$ cat config.mk
export PLATFORM = sky130hd
export DESIGN_NAME = mcatx_top
export DESIGN_NICKNAME = d
export VERILOG_FILES = /design/src/core/mcatx_pkg.sv /design/src/core/mcatx_top.sv
export SDC_FILE = /design/constraint.sdc
export NUM_CORES = 1
export LEC_CHECK = 0
export BUFFER_PORTS_ARGS = -buffer_cell sky130_fd_sc_hd__buf_2
export CAP_MARGIN = 40
export CELL_PAD_IN_SITES_DETAIL_PLACEMENT = 0
export CELL_PAD_IN_SITES_GLOBAL_PLACEMENT = 1
export CORE_MARGIN = 2
export CORE_UTILIZATION = 43
export DETAILED_ROUTE_END_ITERATION = 8
export MAX_ROUTING_LAYER = met4
export PLACE_DENSITY_LB_ADDON = 0.3
export SYNTH_ARGS = -nofsm -noshare
export SYNTH_HDL_FRONTEND = slang
export SYNTH_SLANG_ARGS = --single-unit
$ cat constraint.sdc
create_clock -name ref_clk_i -period 6.9 [get_ports ref_clk_i]
set_input_delay 0.345 -clock ref_clk_i [delete_from_list [all_inputs] [get_ports ref_clk_i]]
set_output_delay 0.345 -clock ref_clk_i [all_outputs]
set_load 0.01 [all_outputs]
$ cat src/core/mcatx_pkg.sv
// Purpose: Shared constants and types for the multichannel audio serial transmitter
// Assumes: 8-bit register port, 4-bit register address
// Notes:   Offsets, field positions and reset values are named here only once

package mcatx_pkg;

   // ----------------------------------------------------------------
   // Sizes
   // ----------------------------------------------------------------
   localparam int ADDR_W = 4;
   localparam int DATA_W = 8;
   localparam int NUM_CH = 8;
   localparam int WORD_W = 32;
   localparam int SLOT_W = 6;
   localparam int OFFS_W = 5;
   localparam int SCNT_W = 7;

   // ----------------------------------------------------------------
   // Register offsets
   // ----------------------------------------------------------------
   localparam logic [ADDR_W-1:0] ADDR_FORMAT = 4'h0;
   localparam logic [ADDR_W-1:0] ADDR_OFFSET = 4'h1;
   localparam logic [ADDR_W-1:0] ADDR_SLOT_FIRST = 4'h2;
   localparam logic [ADDR_W-1:0] ADDR_SLOT_LAST = 4'h9;
   localparam logic [ADDR_W-1:0] ADDR_CH_ENABLE = 4'hA;
   localparam logic [ADDR_W-1:0] ADDR_BUS_CTRL = 4'hB;
   localparam logic [ADDR_W-1:0] ADDR_STATUS = 4'hC;

   // ----------------------------------------------------------------
   // Field positions
   // ----------------------------------------------------------------
   localparam int FMT_SEL_LSB = 6;
   localparam int FMT_WLEN_LSB = 4;
   localparam int FMT_FS_INV_BIT = 3;
   localparam int FMT_BCLK_INV_BIT = 2;
   localparam int CTL_TRISTATE_BIT = 0;
   localparam int CTL_HOLDER_BIT = 1;
   localparam int CTL_LANE2_BIT = 2;
   localparam int STAT_ACTIVE_BIT = 7;
   localparam int STAT_RIGHT_BIT = 6;

   // ----------------------------------------------------------------
   // Reset values
   // ----------------------------------------------------------------
   localparam logic [DATA_W-1:0] RST_FORMAT = 8'h30;
   localparam logic [OFFS_W-1:0] RST_OFFSET = 5'h00;
   localparam logic [DATA_W-1:0] RST_CH_ENABLE = 8'h03;
   localparam logic [2:0] RST_BUS_CTRL = 3'h0;

   // ----------------------------------------------------------------
   // Slot geometry and word lengths
   // ----------------------------------------------------------------
   localparam logic [SCNT_W-1:0] SLOTS_TDM = 7'h40;
   localparam logic [SCNT_W-1:0] SLOTS_HALF = 7'h20;
   localparam logic [SLOT_W-1:0] RIGHT_BASE = 6'h20;
   localparam logic [5:0] WLEN_16 = 6'h10;
   localparam logic [5:0] WLEN_20 = 6'h14;
   localparam logic [5:0] WLEN_24 = 6'h18;
   localparam logic [5:0] WLEN_32 = 6'h20;

   // ----------------------------------------------------------------
   // Types
   // ----------------------------------------------------------------
   typedef enum logic [1:0] {
      MCATX_FMT_TDM = 2'b00,
      MCATX_FMT_I2S = 2'b01,
      MCATX_FMT_LJ = 2'b10,
      MCATX_FMT_RSV = 2'b11
   } mcatx_fmt_t;

   typedef enum logic [1:0] {
      MCATX_ST_IDLE = 2'b00,
      MCATX_ST_OFFSET = 2'b01,
      MCATX_ST_SHIFT = 2'b10
   } mcatx_state_t;

   typedef struct packed {
      logic dat;
      logic oe;
      logic keep;
   } mcatx_lane_t;

   typedef struct packed {
      logic [NUM_CH-1:0][WORD_W-1:0] word;
   } mcatx_words_t;

endpackage

$ cat src/core/mcatx_top.sv
// Purpose: Multichannel audio serial transmitter (TDM, I2S, left-justified), bus slave
// Assumes: Bit clock and frame sync come from the host and are sampled by ref_clk_i
// Notes:   Bit clock must be slower than ref_clk_i / 4 for clean edge detection
// Operation
// - TDM frame starts at frame sync rise, slot 0
// - TDM slots follow in ascending order gaplessly
// - TDM bits change on rise, except early MSB
// - Frame sync pulse one or more cycles wide
// - I2S left MSB one fall after sync fall
// - I2S right MSB one fall after sync rise
// - I2S sync and bits change on falling edge
// - LJ left MSB right after sync rise
// - LJ right MSB right after sync fall
// - LJ later bits and sync on falling edge
// - Up to 64 slot positions per frame
// - Unused slots tristated when enabled, else driven
// - Bus holder keeps last level when undriven
// - General purpose pin as second data lane
// - Format field selects TDM, I2S, LJ
// - Word length 16/20/24/32 bits, MSB first
// - Slot start offset of 0 to 31 cycles
// - Invert bits for frame sync and bit clock

`timescale 1ns/1ps

module mcatx_top
   import mcatx_pkg::*;
(
   // Clock and reset
   input wire logic ref_clk_i,
   input wire logic srst_i,
   // Register port
   input wire logic [ADDR_W-1:0] reg_addr_i,
   input wire logic [DATA_W-1:0] reg_wdata_i,
   input wire logic reg_wr_i,
   input wire logic reg_rd_i,
   output logic [DATA_W-1:0] reg_rdata_o,
   // Audio bus pins
   input wire logic bit_clock_i,
   input wire logic frame_sync_i,
   output mcatx_lane_t data_lane_o,
   output mcatx_lane_t general_purpose_pin_o,
   // Channel words from the converter side
   input wire mcatx_words_t ch_words_i,
   output logic frame_start_o
);

   // ----------------------------------------------------------------
   // Register file
   // ----------------------------------------------------------------
   logic [DATA_W-1:0] format_r, format_nxt;
   logic [OFFS_W-1:0] offset_r, offset_nxt;
   logic [NUM_CH-1:0][SLOT_W-1:0] slot_r, slot_nxt;
   logic [DATA_W-1:0] ch_en_r, ch_en_nxt;
   logic [2:0] bus_ctrl_r, bus_ctrl_nxt;
   logic [DATA_W-1:0] rdata_r, rdata_nxt;

   // Serial engine state
   mcatx_state_t state_r, state_nxt;
   logic [OFFS_W-1:0] delay_r, delay_nxt;
   logic [SCNT_W-1:0] slot_cnt_r, slot_cnt_nxt;
   logic [SCNT_W-1:0] limit_r, limit_nxt;
   logic [SLOT_W-1:0] base_r, base_nxt;
   logic [5:0] bit_cnt_r, bit_cnt_nxt;
   logic right_r, right_nxt;
   mcatx_words_t words_r, words_nxt;
   mcatx_lane_t lane0_r, lane0_nxt, lane1_r, lane1_nxt;
   logic start_r, start_nxt;

   // Pin synchronisers and edge history
   logic bclk_s1_r, bclk_s2_r, bclk_d_r;
   logic fs_s1_r, fs_s2_r, fs_prev_r, fs_prev_nxt;

   // Decoded configuration
   mcatx_fmt_t fmt;
   logic [5:0] wlen;
   logic fs_inv, bclk_inv, tri_en, hold_en, lane2_en;
   logic bclk_now, bclk_was, rise, fall, launch, capture, fs_now;

   // ----------------------------------------------------------------
   // Configuration decode
   // ----------------------------------------------------------------
   // Format and word length selection
   always_comb begin
      fmt = mcatx_fmt_t'(format_r[FMT_SEL_LSB +: 2]);
      case (format_r[FMT_WLEN_LSB +: 2])
         2'b00: wlen = WLEN_16;
         2'b01: wlen = WLEN_20;
         2'b10: wlen = WLEN_24;
         default: wlen = WLEN_32;
      endcase
   end

   // Control bits
   assign fs_inv = format_r[FMT_FS_INV_BIT];
   assign bclk_inv = format_r[FMT_BCLK_INV_BIT];
   assign tri_en = bus_ctrl_r[CTL_TRISTATE_BIT];
   assign hold_en = bus_ctrl_r[CTL_HOLDER_BIT];
   assign lane2_en = bus_ctrl_r[CTL_LANE2_BIT];

   // ----------------------------------------------------------------
   // Bit clock edges and frame sync sampling
   // ----------------------------------------------------------------
   // Edges found on the second stage against its delayed copy only
   always_comb begin
      bclk_now = bclk_s2_r ^ bclk_inv;
      bclk_was = bclk_d_r ^ bclk_inv;
      rise = bclk_now & ~bclk_was;
      fall = ~bclk_now & bclk_was;
      // TDM launches on rise, I2S and LJ on fall
      launch = (fmt == MCATX_FMT_TDM) ? rise : fall;
      capture = (fmt == MCATX_FMT_TDM) ? fall : rise;
      fs_now = fs_s2_r ^ fs_inv;
   end

   // ----------------------------------------------------------------
   // Lane update helper
   // ----------------------------------------------------------------
   // Unused slots either float, with optional keeper, or drive low
   function automatic mcatx_lane_t lane_step(input logic hit, input logic b, input mcatx_lane_t cur,
                                             input logic tri_on, input logic hold_on);
      mcatx_lane_t l;
      l = cur;
      if (hit) begin
         l.dat = b;
         l.oe = 1'b1;
         l.keep = 1'b0;
      end else if (tri_on) begin
         l.oe = 1'b0;
         l.keep = hold_on;
      end else begin
         l.dat = 1'b0;
         l.oe = 1'b1;
         l.keep = 1'b0;
      end
      return l;
   endfunction

   // ----------------------------------------------------------------
   // Serial engine
   // ----------------------------------------------------------------
   // Frame detection, slot offset, slot and bit counting
   always_comb begin
      logic do_step;
      logic hit0, hit1, b0, b1;
      logic [SLOT_W-1:0] abs_slot;
      do_step = 1'b0;
      hit0 = 1'b0;
      hit1 = 1'b0;
      b0 = 1'b0;
      b1 = 1'b0;
      abs_slot = '0;
      state_nxt = state_r;
      delay_nxt = delay_r;
      slot_cnt_nxt = slot_cnt_r;
      limit_nxt = limit_r;
      base_nxt = base_r;
      bit_cnt_nxt = bit_cnt_r;
      right_nxt = right_r;
      words_nxt = words_r;
      lane0_nxt = lane0_r;
      lane1_nxt = lane1_r;
      start_nxt = 1'b0;
      fs_prev_nxt = capture ? fs_now : fs_prev_r;
      if (fmt == MCATX_FMT_RSV) begin
         state_nxt = MCATX_ST_IDLE;
      end else if (capture && (fs_now != fs_prev_r)) begin
         // A frame sync rise opens a TDM frame; any level change opens an I2S or LJ half frame
         if (fmt == MCATX_FMT_TDM) begin
            right_nxt = 1'b0;
            limit_nxt = SLOTS_TDM;
            do_step = fs_now;
         end else if (fmt == MCATX_FMT_I2S) begin
            right_nxt = fs_now;
            limit_nxt = SLOTS_HALF;
         end else begin
            right_nxt = ~fs_now;
            limit_nxt = SLOTS_HALF;
            do_step = 1'b1;
         end
         if ((fmt != MCATX_FMT_TDM) || fs_now) begin
            base_nxt = right_nxt ? RIGHT_BASE : '0;
            slot_cnt_nxt = '0;
            bit_cnt_nxt = '0;
            delay_nxt = offset_r;
            state_nxt = MCATX_ST_OFFSET;
            if (!right_nxt) begin
               words_nxt = ch_words_i;
               start_nxt = 1'b1;
            end
         end
      end else if (launch && (state_r != MCATX_ST_IDLE)) begin
         do_step = 1'b1;
      end
      if (do_step && (state_nxt != MCATX_ST_IDLE)) begin
         if (delay_nxt != '0) begin
            // Offset cycles count before slot 0 begins
            delay_nxt = delay_nxt - 1'b1;
            lane0_nxt = lane_step(1'b0, 1'b0, lane0_r, tri_en, hold_en);
            lane1_nxt = lane_step(1'b0, 1'b0, lane1_r, tri_en, hold_en);
         end else if (slot_cnt_nxt < limit_nxt) begin
            state_nxt = MCATX_ST_SHIFT;
            abs_slot = base_nxt + slot_cnt_nxt[SLOT_W-1:0];
            for (int ch = 0; ch < NUM_CH; ch++) begin
               if (ch_en_r[ch] && (slot_r[ch] == abs_slot)) begin
                  // MSB first from the top of each word
                  if (lane2_en && (ch >= NUM_CH / 2)) begin
                     hit1 = 1'b1;
                     b1 = words_nxt.word[ch][WORD_W - 1 - int'(bit_cnt_nxt)];
                  end else begin
                     hit0 = 1'b1;
                     b0 = words_nxt.word[ch][WORD_W - 1 - int'(bit_cnt_nxt)];
                  end
               end
            end
            lane0_nxt = lane_step(hit0, b0, lane0_r, tri_en, hold_en);
            lane1_nxt = lane_step(hit1, b1, lane1_r, tri_en, hold_en);
            // Slots follow back to back, each exactly one word long
            if (bit_cnt_nxt == wlen - 6'h01) begin
               bit_cnt_nxt = '0;
               slot_cnt_nxt = slot_cnt_nxt + 1'b1;
            end else begin
               bit_cnt_nxt = bit_cnt_nxt + 1'b1;
            end
         end else begin
            state_nxt = MCATX_ST_IDLE;
            lane0_nxt = lane_step(1'b0, 1'b0, lane0_r, tri_en, hold_en);
            lane1_nxt = lane_step(1'b0, 1'b0, lane1_r, tri_en, hold_en);
         end
      end
      if (!lane2_en) begin
         lane1_nxt = '0;
      end
   end

   // Engine registers and pin synchronisers
   always_ff @(posedge ref_clk_i) begin
      if (srst_i) begin
         state_r <= MCATX_ST_IDLE;
         delay_r <= '0;
         slot_cnt_r <= '0;
         limit_r <= '0;
         base_r <= '0;
         bit_cnt_r <= '0;
         right_r <= 1'b0;
         words_r <= '0;
         lane0_r <= '0;
         lane1_r <= '0;
         start_r <= 1'b0;
         bclk_s1_r <= 1'b0;
         bclk_s2_r <= 1'b0;
         bclk_d_r <= 1'b0;
         fs_s1_r <= 1'b0;
         fs_s2_r <= 1'b0;
         fs_prev_r <= 1'b0;
      end else begin
         state_r <= state_nxt;
         delay_r <= delay_nxt;
         slot_cnt_r <= slot_cnt_nxt;
         limit_r <= limit_nxt;
         base_r <= base_nxt;
         bit_cnt_r <= bit_cnt_nxt;
         right_r <= right_nxt;
         words_r <= words_nxt;
         lane0_r <= lane0_nxt;
         lane1_r <= lane1_nxt;
         start_r <= start_nxt;
         bclk_s1_r <= bit_clock_i;
         bclk_s2_r <= bclk_s1_r;
         bclk_d_r <= bclk_s2_r;
         fs_s1_r <= frame_sync_i;
         fs_s2_r <= fs_s1_r;
         fs_prev_r <= fs_prev_nxt;
      end
   end

   // ----------------------------------------------------------------
   // Register port
   // ----------------------------------------------------------------
   // Writes and read data; read data only in the cycle after the strobe
   always_comb begin
      format_nxt = format_r;
      offset_nxt = offset_r;
      slot_nxt = slot_r;
      ch_en_nxt = ch_en_r;
      bus_ctrl_nxt = bus_ctrl_r;
      rdata_nxt = '0;
      if (reg_wr_i) begin
         if (reg_addr_i == ADDR_FORMAT) begin
            format_nxt = reg_wdata_i;
         end else if (reg_addr_i == ADDR_OFFSET) begin
            offset_nxt = reg_wdata_i[OFFS_W-1:0];
         end else if ((reg_addr_i >= ADDR_SLOT_FIRST) && (reg_addr_i <= ADDR_SLOT_LAST)) begin
            slot_nxt[reg_addr_i - ADDR_SLOT_FIRST] = reg_wdata_i[SLOT_W-1:0];
         end else if (reg_addr_i == ADDR_CH_ENABLE) begin
            ch_en_nxt = reg_wdata_i;
         end else if (reg_addr_i == ADDR_BUS_CTRL) begin
            bus_ctrl_nxt = reg_wdata_i[2:0];
         end
      end
      if (reg_rd_i) begin
         if (reg_addr_i == ADDR_FORMAT) begin
            rdata_nxt = {format_r[DATA_W-1:2], 2'b00};
         end else if (reg_addr_i == ADDR_OFFSET) begin
            rdata_nxt = {3'b000, offset_r};
         end else if ((reg_addr_i >= ADDR_SLOT_FIRST) && (reg_addr_i <= ADDR_SLOT_LAST)) begin
            rdata_nxt = {2'b00, slot_r[reg_addr_i - ADDR_SLOT_FIRST]};
         end else if (reg_addr_i == ADDR_CH_ENABLE) begin
            rdata_nxt = ch_en_r;
         end else if (reg_addr_i == ADDR_BUS_CTRL) begin
            rdata_nxt = {5'b00000, bus_ctrl_r};
         end else if (reg_addr_i == ADDR_STATUS) begin
            rdata_nxt = '0;
            rdata_nxt[STAT_ACTIVE_BIT] = (state_r != MCATX_ST_IDLE);
            rdata_nxt[STAT_RIGHT_BIT] = right_r;
            rdata_nxt[SLOT_W-1:0] = base_r + slot_cnt_r[SLOT_W-1:0];
         end
      end
   end

   // Register file flops; channel n defaults to slot n
   always_ff @(posedge ref_clk_i) begin
      if (srst_i) begin
         format_r <= RST_FORMAT;
         offset_r <= RST_OFFSET;
         for (int ch = 0; ch < NUM_CH; ch++) begin
            slot_r[ch] <= SLOT_W'(ch);
         end
         ch_en_r <= RST_CH_ENABLE;
         bus_ctrl_r <= RST_BUS_CTRL;
         rdata_r <= '0;
      end else begin
         format_r <= format_nxt;
         offset_r <= offset_nxt;
         slot_r <= slot_nxt;
         ch_en_r <= ch_en_nxt;
         bus_ctrl_r <= bus_ctrl_nxt;
         rdata_r <= rdata_nxt;
      end
   end

   // ----------------------------------------------------------------
   // Outputs
   // ----------------------------------------------------------------
   assign reg_rdata_o = rdata_r;
   assign data_lane_o = lane0_r;
   assign general_purpose_pin_o = lane1_r;
   assign frame_start_o = start_r;

endmodule

# [Word-level counts from Yosys, hierarchy flattened]
# Index checks and enable logic that the tools add are counted.
[op_classes] n_addsub=8 order_cmp=6 eq_ne=18 n_mux=141 n_bitwise=17 reduce_logical=31
[op_table] op="256-bit 2-to-1 mux" count=4
[op_table] op="1-bit 2-to-1 mux" count=78
[op_table] op="6-bit 2-to-1 mux" count=13
[op_table] op="7-bit 2-to-1 mux" count=10
[op_table] op="6-bit == test" count=9
[op_table] op="48-bit bitwise mux" count=1
[op_table] op="8-bit 2-to-1 mux" count=6
[op_table] op="1-bit binary-select mux with 5-bit select" count=8
[op_table] op="5-bit 2-to-1 mux" count=5
[op_table] op="6-bit binary-select mux with 3-bit select" count=1
[op_table] op="6-bit demux with 3-bit select" count=1
[op_table] op="3-bit 2-to-1 mux" count=6
[op_table] op="6-bit one-hot mux with 3 select lines" count=1
[op_table] op="2-bit 2-to-1 mux" count=7
[op_table] op="1-bit logical AND" count=13
[op_table] op="6-bit adder" count=2
[op_table] op="4-bit == test, second input constant" count=3
[op_table] op="1-bit inverter" count=12
[op_table] op="7-bit by 1-bit adder with 7-bit output, second input constant" count=1
[op_table] op="7-bit less-than comparator" count=1
[op_table] op="7-bit less-than comparator, second input constant" count=1
[op_table] op="5-bit by 6-bit subtractor with 7-bit output, first input constant" count=1
[op_table] op="6-bit by 1-bit adder with 6-bit output, second input constant" count=1
[op_table] op="6-bit AND reduction" count=1
[op_table] op="25 further kinds" count=35
[word_totals] regBits=383 in_bits=274 elab_cells=263

# [Logic depth before layout (Yosys ltp)]
# Gate-level depths: netlist of run 1.
[logic_depth] depth_word=35 depth_mapped=24 depth_no_buf=20

# [Least setup slack after synthesis of run 1]
# Ideal clock, no wire load.
[synth_path] path_type="register to register" from="register format_r[2]" to="register lane0_r, in the netlist data_lane_o[2]" arrival_time_ps=5039 path_slack_ps=1765 path_stages_with_launch=23 path_buffers=3 cell_sequence="dfxtp_1 or3_1 and3b_1 o211ai_2 buf_2 nor2_1 clkbuf_1 buf_1 nor2_1 ha_1 inv_1 fa_1 xor2_1 xor2_1 nand4_1 a211oi_1 nor2b_1 a221oi_1 o22a_1 a21oi_2 o21ai_1 a21o_1 o311ai_1"
[synth_via] elab_chain_cells=31 elab_cells_between_ends=109 cone_classes="2 x add/sub; 1 x order compare; 8 x eq/ne; 79 x mux; 6 x bitwise; 13 x reduce/logical"
[synth_rtl] item="start: declaration" line_no="mcatx_top.sv:51" rtl="logic [DATA_W-1:0] format_r, format_nxt;"
[synth_rtl] item="start signal: assignment" line_no="mcatx_top.sv:333" rtl="format_r <= format_nxt;"
[synth_rtl] item="parallel branches: the longest is 31 deep, another holds 5-bit by 6-bit subtractor with 7-bit output"
[synth_rtl] item="end signal: assignment" line_no="mcatx_top.sv:265" rtl="lane0_r <= lane0_nxt;"
[synth_rtl] item="end: declaration" line_no="mcatx_top.sv:67" rtl="mcatx_lane_t lane0_r, lane0_nxt, lane1_r, lane1_nxt;"
# Parallel ways; which one is timed is not known. The select of a mux whose other input is x is not followed.
# A chain may end at the register's enable or synchronous reset.

# [Worst setup path in the final report of run 1]
[layout_path] from="register format_r[6]" to="register lane1_r, in the netlist general_purpose_pin_o[2]"
[layout_via] elab_chain_cells=25 elab_cells_between_ends=84 cone_classes="2 x add/sub; 1 x order compare; 6 x eq/ne; 63 x mux; 12 x reduce/logical"
[layout_rtl] item="2-bit by 1-bit == test with 1-bit output" line_no="mcatx_top.sv:173" rtl="end else if (fmt == MCATX_FMT_I2S) begin"
[layout_rtl] item="1-bit 2-to-1 mux" line_no="mcatx_top.sv:173"
[layout_rtl] item="1-bit 2-to-1 mux" line_no="mcatx_top.sv:169" rtl="if (fmt == MCATX_FMT_TDM) begin"
[layout_rtl] item="1-bit 2-to-1 mux" line_no="mcatx_top.sv:167" rtl="end else if (capture && (fs_now != fs_prev_r)) begin"
[layout_rtl] item="1-bit 2-to-1 mux" line_no="mcatx_top.sv:165" rtl="if (fmt == MCATX_FMT_RSV) begin"
[layout_rtl] item="6-bit 2-to-1 mux" line_no="mcatx_top.sv:182" rtl="base_nxt = right_nxt ? RIGHT_BASE : '0;"
[layout_rtl] item="6-bit 2-to-1 mux" line_no="mcatx_top.sv:181" rtl="if ((fmt != MCATX_FMT_TDM) || fs_now) begin"
[layout_rtl] item="6-bit 2-to-1 mux" line_no="mcatx_top.sv:167"
[layout_rtl] item="[... 9 more ...]"
[layout_rtl] item="1-bit 2-to-1 mux" line_no="mcatx_top.sv:207" rtl="if (lane2_en && (ch >= NUM_CH / 2)) begin"
[layout_rtl] item="1-bit 2-to-1 mux" line_no="mcatx_top.sv:205" rtl="if (ch_en_r[ch] && (slot_r[ch] == abs_slot)) begin"
[layout_rtl] item="1-bit 2-to-1 mux" line_no="mcatx_top.sv:201" rtl="end else if (slot_cnt_nxt < limit_nxt) begin"
[layout_rtl] item="1-bit 2-to-1 mux" line_no="mcatx_top.sv:196" rtl="if (delay_nxt != '0) begin"
[layout_rtl] item="1-bit 2-to-1 mux" line_no="mcatx_top.sv:195" rtl="if (do_step && (state_nxt != MCATX_ST_IDLE)) begin"
[layout_rtl] item="3-bit 2-to-1 mux" line_no="mcatx_top.sv:124" rtl="if (hit) begin"
[layout_rtl] item="3-bit 2-to-1 mux" line_no="mcatx_top.sv:201"
[layout_rtl] item="3-bit 2-to-1 mux" line_no="mcatx_top.sv:196"
[layout_rtl] item="end signal: assignment" line_no="mcatx_top.sv:266" rtl="lane1_r <= lane1_nxt;"
[layout_rtl] item="end: declaration" line_no="mcatx_top.sv:67"
# Several ways; a longest one is shown, not always the timed one. The select of a mux whose other input is x is not followed.

==> metrics.cfg, run 1 <==
[clock_network]
cts_setup_buffers=0
cts_root_buf=clkbuf_16
clk_pin_slew_ps=60
clk_latency_ps=580
clk_path_buf_depth=3
cts_tree=built
cts_buffers=43
htree_levels=2
cts_sinks=381
ctsHoldBuffers=17
ctsResizeCount=0

[final_layout]
layout.nets=2705
drive_gt1_frac=0.189
areaGrowthSynthToFinish_pct=19.1

[timing]
finalClockSkew_ps=20.4
setup_violations=0
slew_viol_final=0
grt_setup_unrepaired=false
fmax_ghz=0.178
timing.final.ws_setup_ps=1280
tightest_slew_ps=1190
finalSetupTns_ps=0
slew_headroom=0.206
finalCritPeriodShare=0.814
finalCriticalPeriod_ps=5620
hold_viol=0

[synthesis]
synth_cells=2165
synth.top_cells.by_count=dfxtp_1 (381), nand2_1 (336), nor2_1 (256)
seq_area_frac_synth=0.415
synth.top_cells.by_area=dfxtp_1 (42%), mux2i_1 (9.8%), nand2_1 (6.9%)
syn-num-nets=2470
yosys_warnings=0
synth.top_cell.area_share=0.415
synth_most_common_cell=dfxtp_1
synth_top_flop_cell=dfxtp_1
post_synth_num_cell_types=79
synth_area_mm2=0.0184
synth_top_cell_by_area=dfxtp_1
synth_edf_count=0
async_reset_ff_frac=0
ys_seq_elements=381
syn_area_per_cell_um2=8.49

[grt]
first_global_vias=16000
grt_max_degree=220
track_usage=0.293
globalRoute.totalOverflow=0
grt_pass1_wl_um=96800
antenna_found_initial=3

[routing]
wl_um=65100
viasPerCell=5.70
ant_nets=0
drtPass1Iterations=7
vias=17000
wire_per_inst_um=21.9
drt_iter0_drc=1520
drcViolationCount=0

[hold_path]
whs_path_depth=3
holdCritPathClass=in2reg
worst_hold_startpoint=ch_words_i[99]
holdPathEnd=words_r[99]$_SDFF_PP0_

[setup_path]
crit_required_ps=7340
r2r_end=general_purpose_pin_o[2]$_SDFFE_PP0P_
arrival_ps=6060
crit_start=format_r[6]$_SDFFE_PP0P_
worstSetupPathType=reg2reg
start_kind=flop
rr_worst_depth=17
r2r-start=format_r[6]$_SDFFE_PP0P_
cp-end-kind=flop
cp_max_fo=15
reg2reg_slack_ps=1280

[floorplanning]
die_area_mm2=0.0444
row_count=75
dieWidth_um=211
ios=289
die_h_um=211
start_util=0.437
core_area_mm2=0.0420

[power_and_ir_drop]
p_per_area_mw_per_mm2=224
vdd_drop_max_mv=0.151
leakage_nw=9.79
totalPowerFinal_mw=4.90

[status]
status=completed

[placed_design]
port_buffers=288
dpl.hpwl_um=47200
routabilityCongestion=0.933
dpl_worst_slack_ps=1370

[job]
max-cap-violations=0

## where the power goes
part | switching, mW | internal [mW] | leakage [nW]
registers | 0.00871 | 2.21 | 3.07
clock network | 0.968 | 1.48 | 0.749
logic | 0.135 | 0.0991 | 5.97
total | 1.11 | 3.78 | 9.79
## how the worst max path moves through the flow
stage	end	slack [ps]
floorplan	data_lane_o[2]$_SDFFE_PP0P_	1770
global placement	data_lane_o[2]$_SDFFE_PP0P_	1320
detailed placement	general_purpose_pin_o[2]$_SDFFE_PP0P_	1370
CTS	general_purpose_pin_o[2]$_SDFFE_PP0P_	1340
global route	data_lane_o[2]$_SDFFE_PP0P_	770
finish	general_purpose_pin_o[2]$_SDFFE_PP0P_	1280
## stage by stage
| stage | hold slack, ps | util | cell area [um^2] | cells |
|---|---|---|---|---|
| after detailed placement | 435 | 0.480 | 20200 | 2877 |
| after global routing | 14.4 | 0.520 | 21900 | 2975 |
| after floorplan | 410 | - | 18400 | 2165 |
| after global placement | 428 | 0.479 | 20100 | 2872 |
| after CTS | 0.816 | 0.520 | 21900 | 2972 |
| final | 21.3 | 0.520 | 21900 | 2975 |
## sequential cells by signal, indices dropped and copies added, names as in the netlist, 2 cells and up
register               flops
limit_r                    7
bus_ctrl_r                 3
bit_cnt_r                  6
words_r                  256
reg_rdata_o                8
state_r                    2
slot_r                    48
slot_cnt_r                 7
delay_r                    5
offset_r                   5
ch_en_r                    8
data_lane_o                3
format_r                   6
base_r                     6
general_purpose_pin_o      3
## logic make-up after synthesis
group / count (synthesis) / share of synthesized area
xor+xnor: 72 / 0.0396
buf+inv: 179 / 0.0423
mux: 216 / 0.132
simple gates: 839 / 0.199
flops: 381 / 0.415
compound gates: 446 / 0.150
fa+ha+maj: 32 / 0.0225
## worst max-delay path, stage by stage (launching register included)
cell       delay, ps
dfxtp_1          420
or3_1            420
and3b_1          230
o211ai_2         710
nor2_1           130
nor2_1           320
ha_1             240
inv_1             60
fa_1             860
xor2_1           190
nand4_1          110
nor3_1           570
a2111oi_0        230
o22a_1           250
a211oi_1         400
o21ai_1          140
nand2_1          110
o22ai_1           80
## cell usage in the layout (no fill, tap or decap), types with 26 or more instances in the layout
cell type and count:
clkbuf_16 45, nor2b_1 26, buf_2 287, nand3_1 99, a31oi_1 29, o22ai_1 26
a21oi_1 199, xor2_1 34, xnor2_1 30, dfxtp_1 381, nor2_1 252, buf_4 32
mux2i_1 180, nor3_1 30, nand2_1 336, ha_1 29, o21ai_0 51
## area by class of cell
| class | instances | area (um^2) |
|---|---|---|
| Timing Repair Buffer | 342 | 1950 |
| Fill cell | 4061 | 20200 |
| Clock buffer | 59 | 1270 |
| Clock inverter | 19 | 240 |
| Sequential cell | 381 | 7630 |
| Inverter | 27 | 101 |
| Tap cell | 539 | 674 |
| Antenna cell | 3 | 7.51 |
| Multi-Input combinational cell | 1605 | 10000 |
## layer usage
layer | part of all wire | track usage | up-vias
li1 | - | - | 8090
met1 | 0.44 | 0.377 | 8157
met2 | 0.47 | 0.475 | 597
met3 | 0.062 | 0.0419 | 113
met4 | 0.028 | 0.0964 | 0
met5 | 0 | - | -
(Power assumes the default switching activity.)
==> run 2: changes to the inputs <==
--- a/config.mk
+++ b/config.mk
@@ -10,7 +10,7 @@
 export CELL_PAD_IN_SITES_DETAIL_PLACEMENT = 0
 export CELL_PAD_IN_SITES_GLOBAL_PLACEMENT = 1
 export CORE_MARGIN = 2
-export CORE_UTILIZATION = 43
+export CORE_UTILIZATION = 39
 export DETAILED_ROUTE_END_ITERATION = 8
 export MAX_ROUTING_LAYER = met4
 export PLACE_DENSITY_LB_ADDON = 0.3
==> constraint.sdc (replaced) <==
create_clock -name ref_clk_i -period 4.7 [get_ports ref_clk_i]
set_input_delay 0.235 -clock ref_clk_i [delete_from_list [all_inputs] [get_ports ref_clk_i]]
set_output_delay 0.235 -clock ref_clk_i [all_outputs]
set_load 0.01 [all_outputs]
==> metrics.cfg, run 2 (synthesis results as in run 1) <==
[final_layout]
layoutNonFillerInstCount=3319
fin_area_mm2=0.0247
num-fill-cells=4265
drive_gt1_frac=0.190
areaGrowthSynthToFinish_pct=34.6
largest_registers=words_r: 256 flops, slot_r: 48 flops
layout_common_cells=dfxtp_1 (380), nand2_1 (335), buf_2 (287), nor2_1 (252), dlygate4sd3_1 (252)
layout.nets=2983
final_common_cell=dfxtp_1
largest-register=words_r
largest_reg_flops=256

[clock_network]
cts_buffers=43
clk_pin_slew_ps=60
cts_tree=built
clk_path_buf_depth=3
clk_latency_ps=610
htree_levels=2
cts_sinks=381
cts_root_buf=clkbuf_16

[setup_path]
arrival_ps=5020
reg2reg_slack_ps=150
crit_required_ps=5170
r2r-start=format_r[6]$_SDFFE_PP0P_
cp_max_fo=7
start_kind=flop
crit_start=format_r[6]$_SDFFE_PP0P_
cp-end-kind=flop
worstSetupPathType=reg2reg

[routing]
viasPerCell=5.50
drcViolationCount=0
drtPass1Iterations=5
drt_iter0_drc=1534
vias=18300
ant_nets=0
wire_per_inst_um=21.3
wl_um=70700

[timing]
finalCritPeriodShare=0.968
setup_violations=0
slew_headroom=0.227
slew_viol_final=0
finalCriticalPeriod_ps=4550
finalClockSkew_ps=30.1
tightest_slew_ps=1160
finalSetupTns_ps=0
hold_viol=0
fmax_ghz=0.220
timing.hold.ws_ps=17.4

[floorplanning]
core_area_mm2=0.0466
row_count=79
die_area_mm2=0.0489
ios=289
dieWidth_um=221
start_util=0.395
die_h_um=221

[power_and_ir_drop]
leakage_nw=11.0
seq_power_share=0.445
p_int_mw=5.61
clkPwrFrac=0.484
p_per_area_mw_per_mm2=296
combPwrFrac=0.071
vdd_drop_max_mv=0.230
switchingPower_mw=1.70
netSwitchingFraction=0.233
totalPowerFinal_mw=7.31

[status]
status=completed

[placed_design]
port_buffers=288
dpl.hpwl_um=49900
dpl.cell_count=2980
dpl-instance-area_mm2=0.0206
routabilityCongestion=0.936

[grt]
grt_pass1_wl_um=108000
first_global_vias=18000
track_usage=0.288
grt_max_degree=168
antenna_found_initial=1
globalRoute.totalOverflow=0

[hold_path]
worst_hold_startpoint=ch_words_i[133]
holdCritPathClass=in2reg

[job]
max-cap-violations=0

run 2: cell types whose count changed in the layout (fill, tap and decap cells not counted), moves of 3 or more:
cell,delta
clkinv_2,-3
buf_12,+4
dlygate4sd3_1,+235
buf_4,+40
run 2: worst max-delay path: stages, from the launching register on:
cell       delay [ps]
dfxtp_2           340
or3_1             380
and3b_2           250
o211a_4           260
nand2_4           100
and2_1            160
ha_2              190
inv_1              60
fa_2              390
buf_4             160
xor2_4            180
buf_4             190
xor2_1            140
nand4_1           120
nor3_2             80
a2111oi_0         540
o22a_1            260
a21oi_2            80
o21ai_1           190
a21oi_1           100
o2111ai_1         130
o311ai_1          120
run 2: stage by stage:
stage	util	worst slack (ps)
floorplan	-	4.39
global placement	0.442	104
detailed placement	0.443	-70.5
CTS	0.529	92.3
global route	0.531	-28.9
finish	0.531	149
run 2: final cells by class:
class | count | area [um^2] | share of cell area
Multi-Input combinational cell | 1606 | 10100 | 0.409
Clock buffer | 60 | 1250 | 0.0505
Timing Repair Buffer | 619 | 4650 | 0.188
Tap cell | 607 | 759 | 0.0307
Clock inverter | 18 | 236 | 0.00956
Sequential cell | 381 | 7630 | 0.308
Antenna cell | 1 | 2.50 | 0.000101
Inverter | 27 | 101 | 0.00410
run 2: timing repair:
item / in CTS / in global routing
endpoints found under the setup margin: 1 / 8
hold buffers: 252 / 0
gates cloned: 0 / 1
endpoints found under the hold margin: 257 / 0
resized for setup: 2 / 10
pin swaps: 0 / 5
setup buffers: 0 / 7
run 2: final timing paths:
check | cells past startpoint | endpoint
max reg2reg | 21 | data_lane_o[2]$_SDFFE_PP0P_
min reg2reg | 2 | words_r[192]$_SDFF_PP0_
max | 21 | data_lane_o[2]$_SDFFE_PP0P_
min | 3 | words_r[133]$_SDFF_PP0_
run 2: layer usage:
| metal | routed length, um | vias to the layer above | GRT usage |
|---|---|---|---|
| li1 | - | 8628 | - |
| met1 | 30700 | 8816 | 0.369 |
| met2 | 33500 | 682 | 0.463 |
| met3 | 4120 | 135 | 0.0373 |
| met4 | 2360 | 0 | 0.112 |
| met5 | 0 | - | - |
run 2: power by group through the flow:
stage / registers (mW) / logic, mW / clock network [mW]
after floorplan: 3.32 / 0.146 / 0
after global placement: 3.33 / 0.338 / 0
after detailed placement: 3.33 / 0.340 / 0
after CTS: 3.26 / 0.507 / 3.58
after global routing: 3.26 / 0.549 / 3.71
final: 3.26 / 0.516 / 3.54
==> run 3: changes to the inputs <==
--- a/config.mk
+++ b/config.mk
@@ -9,9 +9,11 @@
 export CAP_MARGIN = 40
 export CELL_PAD_IN_SITES_DETAIL_PLACEMENT = 0
 export CELL_PAD_IN_SITES_GLOBAL_PLACEMENT = 1
+export CORE_ASPECT_RATIO = 2
 export CORE_MARGIN = 2
 export CORE_UTILIZATION = 39
 export DETAILED_ROUTE_END_ITERATION = 8
+export GPL_TIMING_DRIVEN = 0
 export MAX_ROUTING_LAYER = met4
 export PLACE_DENSITY_LB_ADDON = 0.3
 export SYNTH_ARGS = -nofsm -noshare
==> metrics.cfg, run 3 (synthesis results as in run 1) <==
[status]
status=finished with violations
violations=hold timing, setup timing

[timing]
setup_violations=4
timing.final.ws_setup_ps=-201
fmax_ghz=0.204
grt_setup_unrepaired=true
tightest_slew_ps=938
slew_viol_final=0
slew_headroom=0.375
finalCritPeriodShare=1.04
finalCriticalPeriod_ps=4900
finalSetupTns_ps=-366
timing.hold.ws_ps=-1.30
finalClockSkew_ps=36.3
hold_viol=1

[power_and_ir_drop]
p_per_area_mw_per_mm2=279
combPwrFrac=0.082
clkPwrFrac=0.455
leakage_nw=11.1
vdd_drop_max_mv=0.284
seq_power_share=0.463
switchingPower_mw=1.70
netSwitchingFraction=0.243
p_int_mw=5.32

[final_layout]
num-fill-cells=4416
multiInputGateArea_mm2=0.0104
largest_registers=words_r: 256 flops, slot_r: 48 flops
final_common_cell=dfxtp_1
largest_reg_flops=256
layoutNonFillerInstCount=3429
layout_common_cells=dfxtp_1 (377), nand2_1 (335), buf_2 (304), nor2_1 (248), dlygate4sd3_1 (224)
drive_gt1_frac=0.203
largest-register=words_r
areaGrowthSynthToFinish_pct=37.2
layout.nets=3077
seq_area_mm2=0.00763

[setup_path]
arrival_ps=5300
cp_max_fo=5
r2r-start=format_r[7]$_SDFFE_PP0P_
crit_start=format_r[7]$_SDFFE_PP0P_
crit_required_ps=5100
worstSetupPathType=reg2reg
cp-end-kind=flop
start_kind=flop

[grt]
first_global_vias=19800
globalRoute.totalOverflow=0
track_usage=0.363
grt_max_degree=16
antenna_found_initial=3
grt_pass1_wl_um=125000

[hold_path]
holdCritPathClass=in2reg
worst_hold_startpoint=ch_words_i[210]

[placed_design]
port_buffers=286
dpl.hpwl_um=66900
dpl.cell_count=3099
routabilityCongestion=0.992

[routing]
ant_nets=0
drt_iter0_drc=1486
wl_um=88300
vias=19400
drtPass1Iterations=5
viasPerCell=5.64
drcViolationCount=0
wire_per_inst_um=25.7

[clock_network]
cts_buffers=37
cts_sinks=381
cts_tree=built
htree_levels=2
clk_latency_ps=570
clk_path_buf_depth=3
cts_root_buf=clkbuf_16
clk_pin_slew_ps=70

[floorplanning]
row_count=112
ios=289
core_area_mm2=0.0467
dieWidth_um=157
start_util=0.394
die_area_mm2=0.0490
die_h_um=311

[job]
max-cap-violations=0

[run 3: cell count changes in the layout (fill, tap and decap cells not counted), sizes merged]
| cell | change |
|---|---|
| clkbuf | +82 |
| nand2 | -1 |
| clkinv | +1 |
| dlygate4sd3 | -28 |
| diode | +2 |
| bufinv | +1 |
| buf | +31 |
| clkinvlp | +2 |
[run 3: path summary, 6_finish.rpt]
check,cells past startpoint,to,slack [ps]
setup / recovery,21,data_lane_o[2]$_SDFFE_PP0P_,-200
hold / removal,3,words_r[210]$_SDFF_PP0_,-1
setup reg to reg,21,data_lane_o[2]$_SDFFE_PP0P_,-200
hold reg to reg,1,fs_s2_r$_SDFF_PP0_,440
[run 3: repair_timing]
action	4_1_cts	5_1_grt
endpoints found under the setup margin	18	17
hold buffers	224	0
pin swaps	25	27
gates cloned	0	0
hold endpoints to repair	226	0
buffers inserted	25	14
gates resized for setup	84	25
[run 3: layout make-up]
type | count | area share
inverters | 27 | 0.00402
repair buffers | 571 | 0.168
multi-input cells | 1605 | 0.413
well taps | 627 | 0.0311
flip-flops and latches | 381 | 0.303
clock inverters | 22 | 0.0103
diodes | 3 | 0.000298
plain buffers | 149 | 0.0302
clock buffers | 44 | 0.0394
[run 3: worst max-delay path: stages (launching register included)]
cell and delay, ps:
dfxtp_2 320, or3_4 400, and3b_2 260, o211a_1 240, buf_8 140, nand2_4 70, buf_8 140, clkbuf_16 140
and2_4 150, ha_4 140, inv_2 40, fa_2 640, buf_6 150, xor2_2 150, nand3_2 110, or4_4 580
o22a_1 260, a21oi_2 180, buf_4 140, a21bo_2 260, o2111ai_4 130, o311ai_2 140
[run 3: per-stage QoR]
stage	util	power (mW)	setup WS (ps)	area, um^2	hold WS (ps)
floorplan	-	3.47	4.39	18400	363
global placement	0.442	3.72	-1850	20600	416
CTS	0.535	7.02	-197	24900	0.774
global route	0.540	7.16	-300	25200	19.5
detailed placement	0.447	3.73	-1950	20900	427
finish	0.540	7.02	-201	25200	-1.30
[run 3: layer usage]
layer  wire [um]  global-route usage
met4       10700               0.344
met1       28000               0.331
met5           0                   -
met2       44100               0.627
met3        5520              0.0570
[run 3: power by group through the flow]
stage	Clock [mW]	Combinational [mW]	Sequential, mW
6_report	3.19	0.573	3.25
5_1_grt	3.31	0.599	3.25
2_1_floorplan	0	0.146	3.32
3_3_place_gp	0	0.393	3.33
4_1_cts	3.21	0.558	3.25
3_5_place_dp	0	0.400	3.33
